<file path="config.mk">
export PLATFORM = sky130hd
export DESIGN_NAME = mau_core
export DESIGN_NICKNAME = d
export VERILOG_FILES = /design/src/core/mau_pkg.sv /design/src/core/mau_core.sv /design/src/core/mau_div.sv
export SDC_FILE = /design/constraint.sdc
export NUM_CORES = 2
export LEC_CHECK = 0
export ABC_CLOCK_PERIOD_IN_PS = 26300
export CORE_UTILIZATION = 42
export CTS_CLUSTER_DIAMETER = 30
export DETAILED_ROUTE_END_ITERATION = 7
export DONT_BUFFER_PORTS = 1
export HOLD_SLACK_MARGIN = 0.02
export MAX_ROUTING_LAYER = met4
export PLACE_DENSITY = 0.54
export SLEW_MARGIN = 20
export SYNTH_ARGS = -nofsm -noshare
export SYNTH_HDL_FRONTEND = slang
export SYNTH_HIERARCHICAL = 1
export SYNTH_SLANG_ARGS = --single-unit
</file>
<file path="constraint.sdc">
create_clock -name clk -period 26.3 [get_ports clk]
set_input_delay 5.26 -clock clk [delete_from_list [all_inputs] [get_ports clk]]
set_output_delay 5.26 -clock clk [all_outputs]
set_load 0.005 [all_outputs]
</file>
<file path="src/core/mau_pkg.sv">
// Codes, field layout and limits shared by the math datapath
package mau_pkg;
    // Operand data types
    localparam logic [1:0] DT_WORD  = 2'h0;
    localparam logic [1:0] DT_LONG  = 2'h1;
    localparam logic [1:0] DT_FLOAT = 2'h2;
    // Operations
    localparam logic [2:0] OP_MULTIPLY = 3'h0;
    localparam logic [2:0] OP_DIVIDE   = 3'h1;
    localparam logic [2:0] OP_NEGATE   = 3'h2;
    localparam logic [2:0] OP_CLEAR    = 3'h3;
    localparam logic [2:0] OP_ABSOLUTE = 3'h4;
    // Register port addresses
    localparam logic [1:0] REG_CTRL = 2'h0;
    localparam logic [1:0] REG_STAT = 2'h1;
    localparam logic [1:0] REG_MATH = 2'h2;
    localparam logic [1:0] REG_QUOT = 2'h3;
    // Register bit positions
    localparam int CTRL_OVF_SEL = 0;
    localparam int STAT_CARRY   = 0;
    localparam int STAT_OVF     = 1;
    localparam int STAT_ZERO    = 2;
    localparam int STAT_SIGN    = 3;
    localparam int STAT_TRAP    = 4;
    // Integer layout and limits
    localparam int          WORD_MSB  = 15;
    localparam int          LONG_MSB  = 31;
    localparam logic [31:0] WORD_MASK = 32'h0000_FFFF;
    localparam logic [31:0] SAT_WORD  = 32'h0000_7FFF;
    localparam logic [31:0] MIN_WORD  = 32'hFFFF_8000;
    localparam logic [31:0] SAT_LONG  = 32'h7FFF_FFFF;
    localparam logic [31:0] MIN_LONG  = 32'h8000_0000;
    // Float layout
    localparam int          F_EXP_HI   = 30;
    localparam int          F_EXP_LO   = 23;
    localparam int          F_GUARD    = 7;
    localparam logic [31:0] F_SIGN_BIT = 32'h8000_0000;
    localparam logic [7:0]  F_EXP_MAX  = 8'hFF;
    localparam logic [7:0]  F_LSB_EXP  = 8'h96;
    localparam logic [7:0]  F_TINY_EXP = 8'h78;
    localparam logic [7:0]  F_BIG_EXP  = 8'h9F;
    localparam logic [7:0]  F_TOP_EXP  = 8'h9E;
    // Divider width
    localparam int DIV_W = 32;
endpackage
</file>
<file path="src/core/mau_core.sv">
// Math datapath: multiply, divide, negate, clear and absolute value
//
// The register addresses and the plain strobed port are this design's own decisions.
`timescale 1ns/100ps
module mau_core (
    // Clock and reset
    input  wire logic        clk,
    input  wire logic        rstn,
    input  wire logic        ce,
    // Operation issue
    input  wire logic        start,
    input  wire logic [2:0]  op,
    input  wire logic [1:0]  type_a,
    input  wire logic [1:0]  type_b,
    input  wire logic [1:0]  type_d,
    input  wire logic [31:0] opnd_a,
    input  wire logic [31:0] opnd_b,
    input  wire logic        dest_math_reg,
    output logic             ready,
    output logic             done,
    output logic [31:0]      dest,
    // Status bits
    output logic             carry_flag,
    output logic             ovf_flag,
    output logic             zero_flag,
    output logic             sign_flag,
    output logic             trap_flag,
    // Register port
    input  wire logic [1:0]  reg_addr,
    input  wire logic [31:0] reg_wdata,
    input  wire logic        reg_wr,
    input  wire logic        reg_rd,
    output logic [31:0]      reg_rdata
);
    typedef enum logic [1:0] {ST_IDLE, ST_EXEC, ST_WAIT} mau_state_t;

    // Sign-extend an integer operand to 32 bits
    function automatic logic [31:0] sx(input logic [31:0] v, input logic [1:0] dt);
        return (dt == mau_pkg::DT_WORD) ? {{16{v[mau_pkg::WORD_MSB]}}, v[15:0]} : v;
    endfunction

    // Positive or negative saturation value for a destination type
    function automatic logic [31:0] sat_of(input logic [1:0] dt, input logic minus);
        if (dt == mau_pkg::DT_WORD) begin
            return minus ? (mau_pkg::MIN_WORD & mau_pkg::WORD_MASK) : mau_pkg::SAT_WORD;
        end
        return minus ? mau_pkg::MIN_LONG : mau_pkg::SAT_LONG;
    endfunction

    // Fit a signed value into the destination: {overflow, stored value}
    function automatic logic [32:0] fit_int(input logic signed [63:0] v,
                                            input logic [1:0] dt, input logic trunc);
        logic signed [63:0] hi;
        logic signed [63:0] lo;
        logic               o;
        logic [31:0]        r;
        hi = (dt == mau_pkg::DT_WORD) ? 64'($signed(mau_pkg::SAT_WORD))
                                      : 64'($signed(mau_pkg::SAT_LONG));
        lo = (dt == mau_pkg::DT_WORD) ? 64'($signed(mau_pkg::MIN_WORD))
                                      : 64'($signed(mau_pkg::MIN_LONG));
        o  = (v > hi) || (v < lo);
        r  = (o && !trunc) ? sat_of(dt, v[63]) : v[31:0];
        if (dt == mau_pkg::DT_WORD) begin
            r = r & mau_pkg::WORD_MASK;
        end
        return {o, r};
    endfunction

    // Float magnitude to rounded integer; bit 32 marks a value too big
    function automatic logic [32:0] f2i(input logic [31:0] f);
        logic [7:0]  e;
        logic [55:0] x;
        logic [32:0] ip;
        logic        up;
        e  = f[mau_pkg::F_EXP_HI:mau_pkg::F_EXP_LO];
        x  = {1'h1, f[mau_pkg::F_EXP_LO-1:0], 32'h0} >> (mau_pkg::F_LSB_EXP - e);
        ip = {9'h0, x[55:32]};
        up = x[31] & ((|x[30:0]) | ip[0]);
        if (e >= mau_pkg::F_BIG_EXP) begin
            return {1'h1, 32'h0};
        end
        // Denormals and tiny values round to zero
        if (e < mau_pkg::F_TINY_EXP) begin
            return 33'h0;
        end
        if (e >= mau_pkg::F_LSB_EXP) begin
            return 33'({1'h1, f[mau_pkg::F_EXP_LO-1:0]}) << (e - mau_pkg::F_LSB_EXP);
        end
        return ip + 33'(up);
    endfunction

    // Unsigned integer to positive float, rounded half to even
    function automatic logic [31:0] i2f(input logic [31:0] m);
        logic [31:0] n;
        logic [7:0]  lz;
        logic        up;
        n  = m;
        lz = 8'h0;
        for (int i = 0; i < mau_pkg::LONG_MSB; i++) begin
            if (!n[mau_pkg::LONG_MSB]) begin
                n  = n << 1;
                lz = lz + 8'h1;
            end
        end
        up = n[mau_pkg::F_GUARD] & ((|n[mau_pkg::F_GUARD-1:0]) | n[mau_pkg::F_GUARD+1]);
        if (m == 32'h0) begin
            return 32'h0;
        end
        // A mantissa carry rolls into the exponent on its own
        return {1'h0, mau_pkg::F_TOP_EXP - lz, n[30:mau_pkg::F_GUARD+1]} + 32'(up);
    endfunction

    mau_state_t  st;
    mau_state_t  next_st;
    logic [2:0]  op_q;
    logic [1:0]  ta;
    logic [1:0]  tb;
    logic [1:0]  td;
    logic [31:0] a_q;
    logic [31:0] b_q;
    logic        mr_q;
    logic        ovf_sel;
    logic [31:0] math_reg;
    logic [31:0] quot_reg;
    logic [31:0] next_res;
    logic        next_ovf;
    logic        next_cy;
    logic        div_fin;
    logic [31:0] div_q;
    logic [31:0] div_r;

    // Operand decode
    wire logic [31:0] ai       = sx(a_q, ta);
    wire logic [31:0] bi       = sx(b_q, tb);
    wire logic        a_minus  = ai[mau_pkg::LONG_MSB];
    wire logic        b_minus  = bi[mau_pkg::LONG_MSB];
    wire logic [31:0] a_mag    = a_minus ? 32'(-ai) : ai;
    wire logic [31:0] b_mag    = b_minus ? 32'(-bi) : bi;
    wire logic        a_flt    = (ta == mau_pkg::DT_FLOAT);
    wire logic        d_flt    = (td == mau_pkg::DT_FLOAT);
    wire logic [7:0]  a_exp    = a_q[mau_pkg::F_EXP_HI:mau_pkg::F_EXP_LO];
    wire logic        a_special = (a_exp == mau_pkg::F_EXP_MAX);
    wire logic [31:0] d_limit  = (td == mau_pkg::DT_WORD) ? mau_pkg::SAT_WORD : mau_pkg::SAT_LONG;

    // Command handshake
    assign ready = (st == ST_IDLE);
    wire logic take   = ce && start && ready;
    wire logic div_go = ce && (st == ST_EXEC) && (op_q == mau_pkg::OP_DIVIDE);
    wire logic finish = ce && (((st == ST_EXEC) && (op_q != mau_pkg::OP_DIVIDE)) ||
                               ((st == ST_WAIT) && div_fin));

    mau_div #(
        .W (mau_pkg::DIV_W)
    ) u_div (
        .clk  (clk),
        .rstn (rstn),
        .ce   (ce),
        .go   (div_go),
        .num  (a_mag),
        .den  (b_mag),
        .fin  (div_fin),
        .quo  (div_q),
        .rem  (div_r)
    );

    // Divide result shaping
    wire logic        word_div = (ta == mau_pkg::DT_WORD) && (tb == mau_pkg::DT_WORD);
    wire logic        math_div = word_div && mr_q;
    wire logic [32:0] r2       = {div_r, 1'h0};
    wire logic        rnd_up   = !word_div && ((r2 > {1'h0, b_mag}) ||
                                 ((r2 == {1'h0, b_mag}) && div_q[0]));
    wire logic [32:0] q_rnd    = {1'h0, div_q} + 33'(rnd_up);
    wire logic [63:0] q_pos    = {31'h0, q_rnd};
    wire logic [63:0] q_val    = (a_minus ^ b_minus) ? 64'(-q_pos) : q_pos;
    wire logic [31:0] r_val    = (a_minus ? 32'(-div_r) : div_r) & mau_pkg::WORD_MASK;
    wire logic [31:0] q_word   = 32'(q_val) & mau_pkg::WORD_MASK;

    // Float to integer path shared by conversion cases
    wire logic [32:0] f_int    = f2i(a_q);
    wire logic        f_big    = a_special || f_int[32] || (f_int[31:0] > d_limit);

    always_comb begin
        next_res = 32'h0;
        next_ovf = 1'h0;
        next_cy  = 1'h0;
        unique case (op_q)
            mau_pkg::OP_MULTIPLY: begin
                {next_ovf, next_res} = fit_int(64'($signed(ai)) * 64'($signed(bi)),
                                               td, ovf_sel);
            end
            mau_pkg::OP_DIVIDE: begin
                if (b_mag == 32'h0) begin
                    next_ovf = 1'h1;
                    next_res = ovf_sel ? 32'h0 : sat_of(td, a_minus);
                end else if (math_div) begin
                    next_res = r_val;
                end else begin
                    {next_ovf, next_res} = fit_int(q_val, td, ovf_sel);
                end
            end
            mau_pkg::OP_NEGATE: begin
                if (a_flt) begin
                    next_res = a_q ^ mau_pkg::F_SIGN_BIT;
                    next_ovf = a_special;
                end else begin
                    {next_ovf, next_res} = fit_int(-64'($signed(ai)), td, ovf_sel);
                end
            end
            mau_pkg::OP_CLEAR: begin
                next_res = 32'h0;
            end
            mau_pkg::OP_ABSOLUTE: begin
                if (a_flt && d_flt) begin
                    next_res = a_q & ~mau_pkg::F_SIGN_BIT;
                    next_ovf = a_special;
                end else if (a_flt) begin
                    next_res = f_big ? d_limit : f_int[31:0];
                    next_ovf = f_big;
                end else if (d_flt) begin
                    next_res = i2f(a_mag);
                end else begin
                    {next_ovf, next_res} = fit_int({32'h0, a_mag}, td, ovf_sel);
                    next_cy  = a_minus;
                end
            end
            default: begin
                next_res = 32'h0;
            end
        endcase
    end

    // Flags of the destination as written
    wire logic next_zero = (next_res == 32'h0);
    wire logic next_sign = (td == mau_pkg::DT_WORD) ? next_res[mau_pkg::WORD_MSB] :
                                                      next_res[mau_pkg::LONG_MSB];

    // Register port decode
    wire logic wr_ctrl = ce && reg_wr && (reg_addr == mau_pkg::REG_CTRL);
    wire logic wr_stat = ce && reg_wr && (reg_addr == mau_pkg::REG_STAT);
    wire logic wipe    = wr_stat && reg_wdata[mau_pkg::STAT_TRAP];
    // Setting wins over a software wipe in the same cycle
    wire logic next_trap = (finish && next_ovf) || (trap_flag && !wipe);
    wire logic [31:0] stat_word = {27'h0, trap_flag, sign_flag, zero_flag,
                                   ovf_flag, carry_flag};
    wire logic [31:0] rd_word = (reg_addr == mau_pkg::REG_CTRL) ? {31'h0, ovf_sel} :
                                (reg_addr == mau_pkg::REG_STAT) ? stat_word :
                                (reg_addr == mau_pkg::REG_MATH) ? math_reg : quot_reg;

    always_comb begin
        next_st = st;
        unique case (st)
            ST_IDLE: if (take) next_st = ST_EXEC;
            ST_EXEC: next_st = (op_q == mau_pkg::OP_DIVIDE) ? ST_WAIT : ST_IDLE;
            ST_WAIT: if (div_fin) next_st = ST_IDLE;
        endcase
    end

    always_ff @(posedge clk or negedge rstn) begin
        if (!rstn) begin
            st <= ST_IDLE;
        end else if (ce) begin
            st <= next_st;
        end
    end

    always_ff @(posedge clk or negedge rstn) begin
        if (!rstn) begin
            op_q <= mau_pkg::OP_CLEAR;
            ta   <= mau_pkg::DT_WORD;
            tb   <= mau_pkg::DT_WORD;
            td   <= mau_pkg::DT_WORD;
            a_q  <= 32'h0;
            b_q  <= 32'h0;
            mr_q <= 1'h0;
        end else if (take) begin
            op_q <= op;
            ta   <= type_a;
            tb   <= type_b;
            td   <= type_d;
            a_q  <= opnd_a;
            b_q  <= opnd_b;
            mr_q <= dest_math_reg;
        end
    end

    always_ff @(posedge clk or negedge rstn) begin
        if (!rstn) begin
            done       <= 1'h0;
            dest       <= 32'h0;
            carry_flag <= 1'h0;
            ovf_flag   <= 1'h0;
            zero_flag  <= 1'h0;
            sign_flag  <= 1'h0;
        end else if (ce) begin
            done <= finish;
            if (finish) begin
                dest       <= next_res;
                carry_flag <= next_cy;
                ovf_flag   <= next_ovf;
                zero_flag  <= next_zero;
                sign_flag  <= next_sign;
            end
        end
    end

    always_ff @(posedge clk or negedge rstn) begin
        if (!rstn) begin
            trap_flag <= 1'h0;
            ovf_sel   <= 1'h0;
            math_reg  <= 32'h0;
            quot_reg  <= 32'h0;
            reg_rdata <= 32'h0;
        end else if (ce) begin
            trap_flag <= next_trap;
            if (wr_ctrl) begin
                ovf_sel <= reg_wdata[mau_pkg::CTRL_OVF_SEL];
            end
            if (finish && (op_q == mau_pkg::OP_DIVIDE) && math_div && (b_mag != 32'h0)) begin
                math_reg <= r_val;
                quot_reg <= q_word;
            end
            reg_rdata <= reg_rd ? rd_word : 32'h0;
        end
    end
endmodule

</file>
<file path="src/core/mau_div.sv">
// Sequential restoring divider for unsigned magnitudes
`timescale 1ns/100ps
module mau_div #(
    parameter int W = 32
) (
    // Clock and reset
    input  wire logic         clk,
    input  wire logic         rstn,
    input  wire logic         ce,
    // Request
    input  wire logic         go,
    input  wire logic [W-1:0] num,
    input  wire logic [W-1:0] den,
    // Answer
    output logic              fin,
    output logic [W-1:0]      quo,
    output logic [W-1:0]      rem
);
    localparam int CW = $clog2(W) + 1;

    if (W < 2) begin : g_bad
        $error("mau_div: W must be at least 2");
    end

    logic [CW-1:0] cnt;
    logic          run;
    logic [W-1:0]  dvs;

    // One quotient bit per cycle keeps the area small
    wire logic [W:0] pr  = {rem, quo[W-1]};
    wire logic       ge  = pr >= {1'h0, dvs};
    wire logic [W:0] dif = pr - {1'h0, dvs};

    always_ff @(posedge clk or negedge rstn) begin
        if (!rstn) begin
            cnt <= '0;
            run <= 1'h0;
            dvs <= '0;
            fin <= 1'h0;
            quo <= '0;
            rem <= '0;
        end else if (ce) begin
            fin <= 1'h0;
            if (go) begin
                rem <= '0;
                quo <= num;
                dvs <= den;
                cnt <= CW'(W);
                run <= 1'h1;
            end else if (run) begin
                rem <= ge ? dif[W-1:0] : pr[W-1:0];
                quo <= {quo[W-2:0], ge};
                cnt <= cnt - 1'h1;
                if (cnt == CW'(1)) begin
                    run <= 1'h0;
                    fin <= 1'h1;
                end
            end
        end
    end
endmodule

</file>
==> metrics <==
Synth area leader fa_1; Seq/Total Area, Yosys 9.07%; Synth Flop Type dfrtp_1; GRT overflow 0; RePlAce Congestion 1.01; MaxCap Viol Count 0; Min Hold Slack between 0.4 and 0.5 ns; postcts setup bufs 0; DIE WIDTH between 400 and 500 um; Yosys reg bits between 200 and 300; final core occ 45.3%; GRT Util Overall between 30% and 40%; Slew Limit Fails 0; Buf+Inv Stages, Crit Path 8; # DRC 0; dpl hpwl between 200 and 250 mm; yosys warns 6; Die Area roughly 180000 sq um; # setup viols final 0; Layout area overhead 7.04%; worst skew pair latency between 0.6 and 0.7 ns; Port Buffer Count 0; Slew @ Worst Pin ~1.3 ns; hold buffer count at CTS 0; final cell count without fillers roughly 11000; unrepaired setup endpoints after global routing false; die height roughly 420 um; Vias ~70000; Top Ports 185; first-pass GRT wire length 449 mm; Max Clock Freq roughly 42 MHz; status complete, no violations; critical path class reg -> reg; Synth Area in Adders about 37%; Final min period between 20 and 25 ns; cell count after synthesis roughly 9000; wirelength, routed slightly above 300 mm; CTS max path bufs 3; vias in the first global route 68268; CP endpoint kind flip-flop; CORE AREA between 150000 and 200000 sq um; Tcrit/Tclk final 90.4%; Arrival @ worst endpoint between 20 and 25 ns; root buffer cell clkbuf_16; DR pass1 iterations 6; row count approximately 150; CTS tree done; syn_area_per_cell between 7 and 8 sq um; synth cell count leaders nand2_1 (1442), inv_1 (1294), fa_1 (1083); share of cells above drive strength 1 ~7.8%; Hold/Removal Path Class reg -> reg; Fillers 17490; Post-synth EDFFs 0; Post-Synth Simple-Gate Area a little under a fifth; placed cell count roughly 11000; DR vias/cell ~6.0; slew margin rel. 13.9%; largest cells by area after synthesis fa_1 (29%), dfrtp_1 (9.0%), nand2_1 (7.3%), ha_1 (7.3%), inv_1 (6.6%); Critical Path Slowest Stage Cell nor4_1; R2R Setup Slk 2.53 ns; WL/cell ~27 um; clock-pin slew on the worst setup and hold paths ~0.05 ns; Sink Count 267; post-synthesis compound-gate area fraction roughly 17%; Yosys top cell area share about 29%; Top cell by count, worst path ha_1; post-synthesis mux area share under 10%; largest family of logic cells by synthesized area adder cells; post-synthesis xor/xnor area fraction under 10%; Layout Nets 10616; TritonCTS Buffers roughly 70; Starting Density a little over two fifths; setup TNS 0 ns; most frequent cell after synthesis nand2_1; slowest stage delay, CP 0.92 ns; remaining antenna violation count 0; Max FO, Critical Path 18; initial DRC count 6239; Setup Skew about 0.056 ns; post-CTS sizing 0; Synth cell types roughly 140; delay-heaviest family, CP adder cells; initial antenna violation count 27; largest net degree at the start of global routing 268; H-tree levels 3; synthesized area between 70000 and 80000 sq um; Worst EP required between 20 and 30 ns; Synth async-reset ratio 100%; Worst setup SP type flip-flop; Fin. Hold Viols 0
==> layout by cell type (no fill, tap or decap), types with 24 or more instances in the layout <==
master,count
a211oi_1,79
a21o_1,74
a21oi_1,478
a221oi_1,30
a22oi_1,35
a31oi_1,91
and2_1,109
and3_1,63
buf_4,229
clkbuf_16,72
dfrtp_1,247
diode_2,24
fa_1,1082
ha_1,431
inv_1,1293
mux2_2,111
mux2i_1,111
nand2_1,1435
nand2b_1,64
nand3_1,157
nand4_1,96
nor2_1,618
nor2b_1,74
nor3_1,160
nor4_1,69
o211ai_1,69
o21a_1,64
o21ai_0,450
o21ai_1,41
o221ai_1,24
o22ai_1,113
o31ai_1,39
or2_2,29
or3_1,58
xnor2_1,207
xor2_1,119
==> worst paths after layout <==
check,start,cells after the start,end
worst max-delay path,a_q[1],107,zero_flag
worst min-delay path,math_reg[9],2,math_reg[9]
worst max register to register,a_q[1],107,zero_flag
worst min register to register,math_reg[9],2,math_reg[9]
max in group asynchronous,rstn,0,a_q[9]
min in group asynchronous,rstn,0,u_div/rem[9]
==> per-stage QoR <==
stage | instance area (sq um) | worst slack [ns]
after floorplan | 73700 | 5.67
after global placement | 76200 | 3.13
after detailed placement | 76200 | 2.81
after global routing | 78800 | 0.848
after CTS | 78800 | 2.68
final | 78900 | 2.53
==> logic make-up after synthesis <==
group | Yosys count
mux | 250
xor+xnor | 356
other cells | 1
compound gates | 1897
flops | 267
buf+inv | 1884
fa+ha+maj | 1518
simple gates | 3071
==> worst register-to-register path: cells and delay by family (launching register included) <==
family | cells | cell delay (ns)
AO/OA/AOI/OAI | 18 | 3.03
AND/OR/NAND/NOR | 38 | 6.60
XOR/XNOR | 3 | 0.73
adder cells (fa/ha/maj) | 29 | 8.92
buffers and inverters | 8 | 0.94
flip-flops | 1 | 0.69
multiplexers | 11 | 2.73
==> per-layer routing <==
| metal | part of all wire [%] | GRT usage (%) |
|---|---|---|
| met1 | 40 | 43.3 |
| met3 | 6.3 | 3.97 |
| met2 | 48 | 56.5 |
| met5 | 0 | - |
| met4 | 6.4 | 19.0 |
==> final cells by class <==
| class | count | area [sq um] | area share (%) |
|---|---|---|---|
| Tap cell | 2325 | 2910 | 3.69 |
| Inverter | 1309 | 4910 | 6.23 |
| Clock buffer | 84 | 1940 | 2.46 |
| Antenna cell | 24 | 60.1 | 0.0762 |
| Timing Repair Buffer | 229 | 1720 | 2.18 |
| Multi-Input combinational cell | 7108 | 60000 | 76.1 |
| Clock inverter | 47 | 613 | 0.777 |
| Sequential cell | 267 | 6710 | 8.50 |
Power is left out: the tool's default activity adds up to more than one toggle a clock period on the data nets, which glitch-free logic cannot reach.
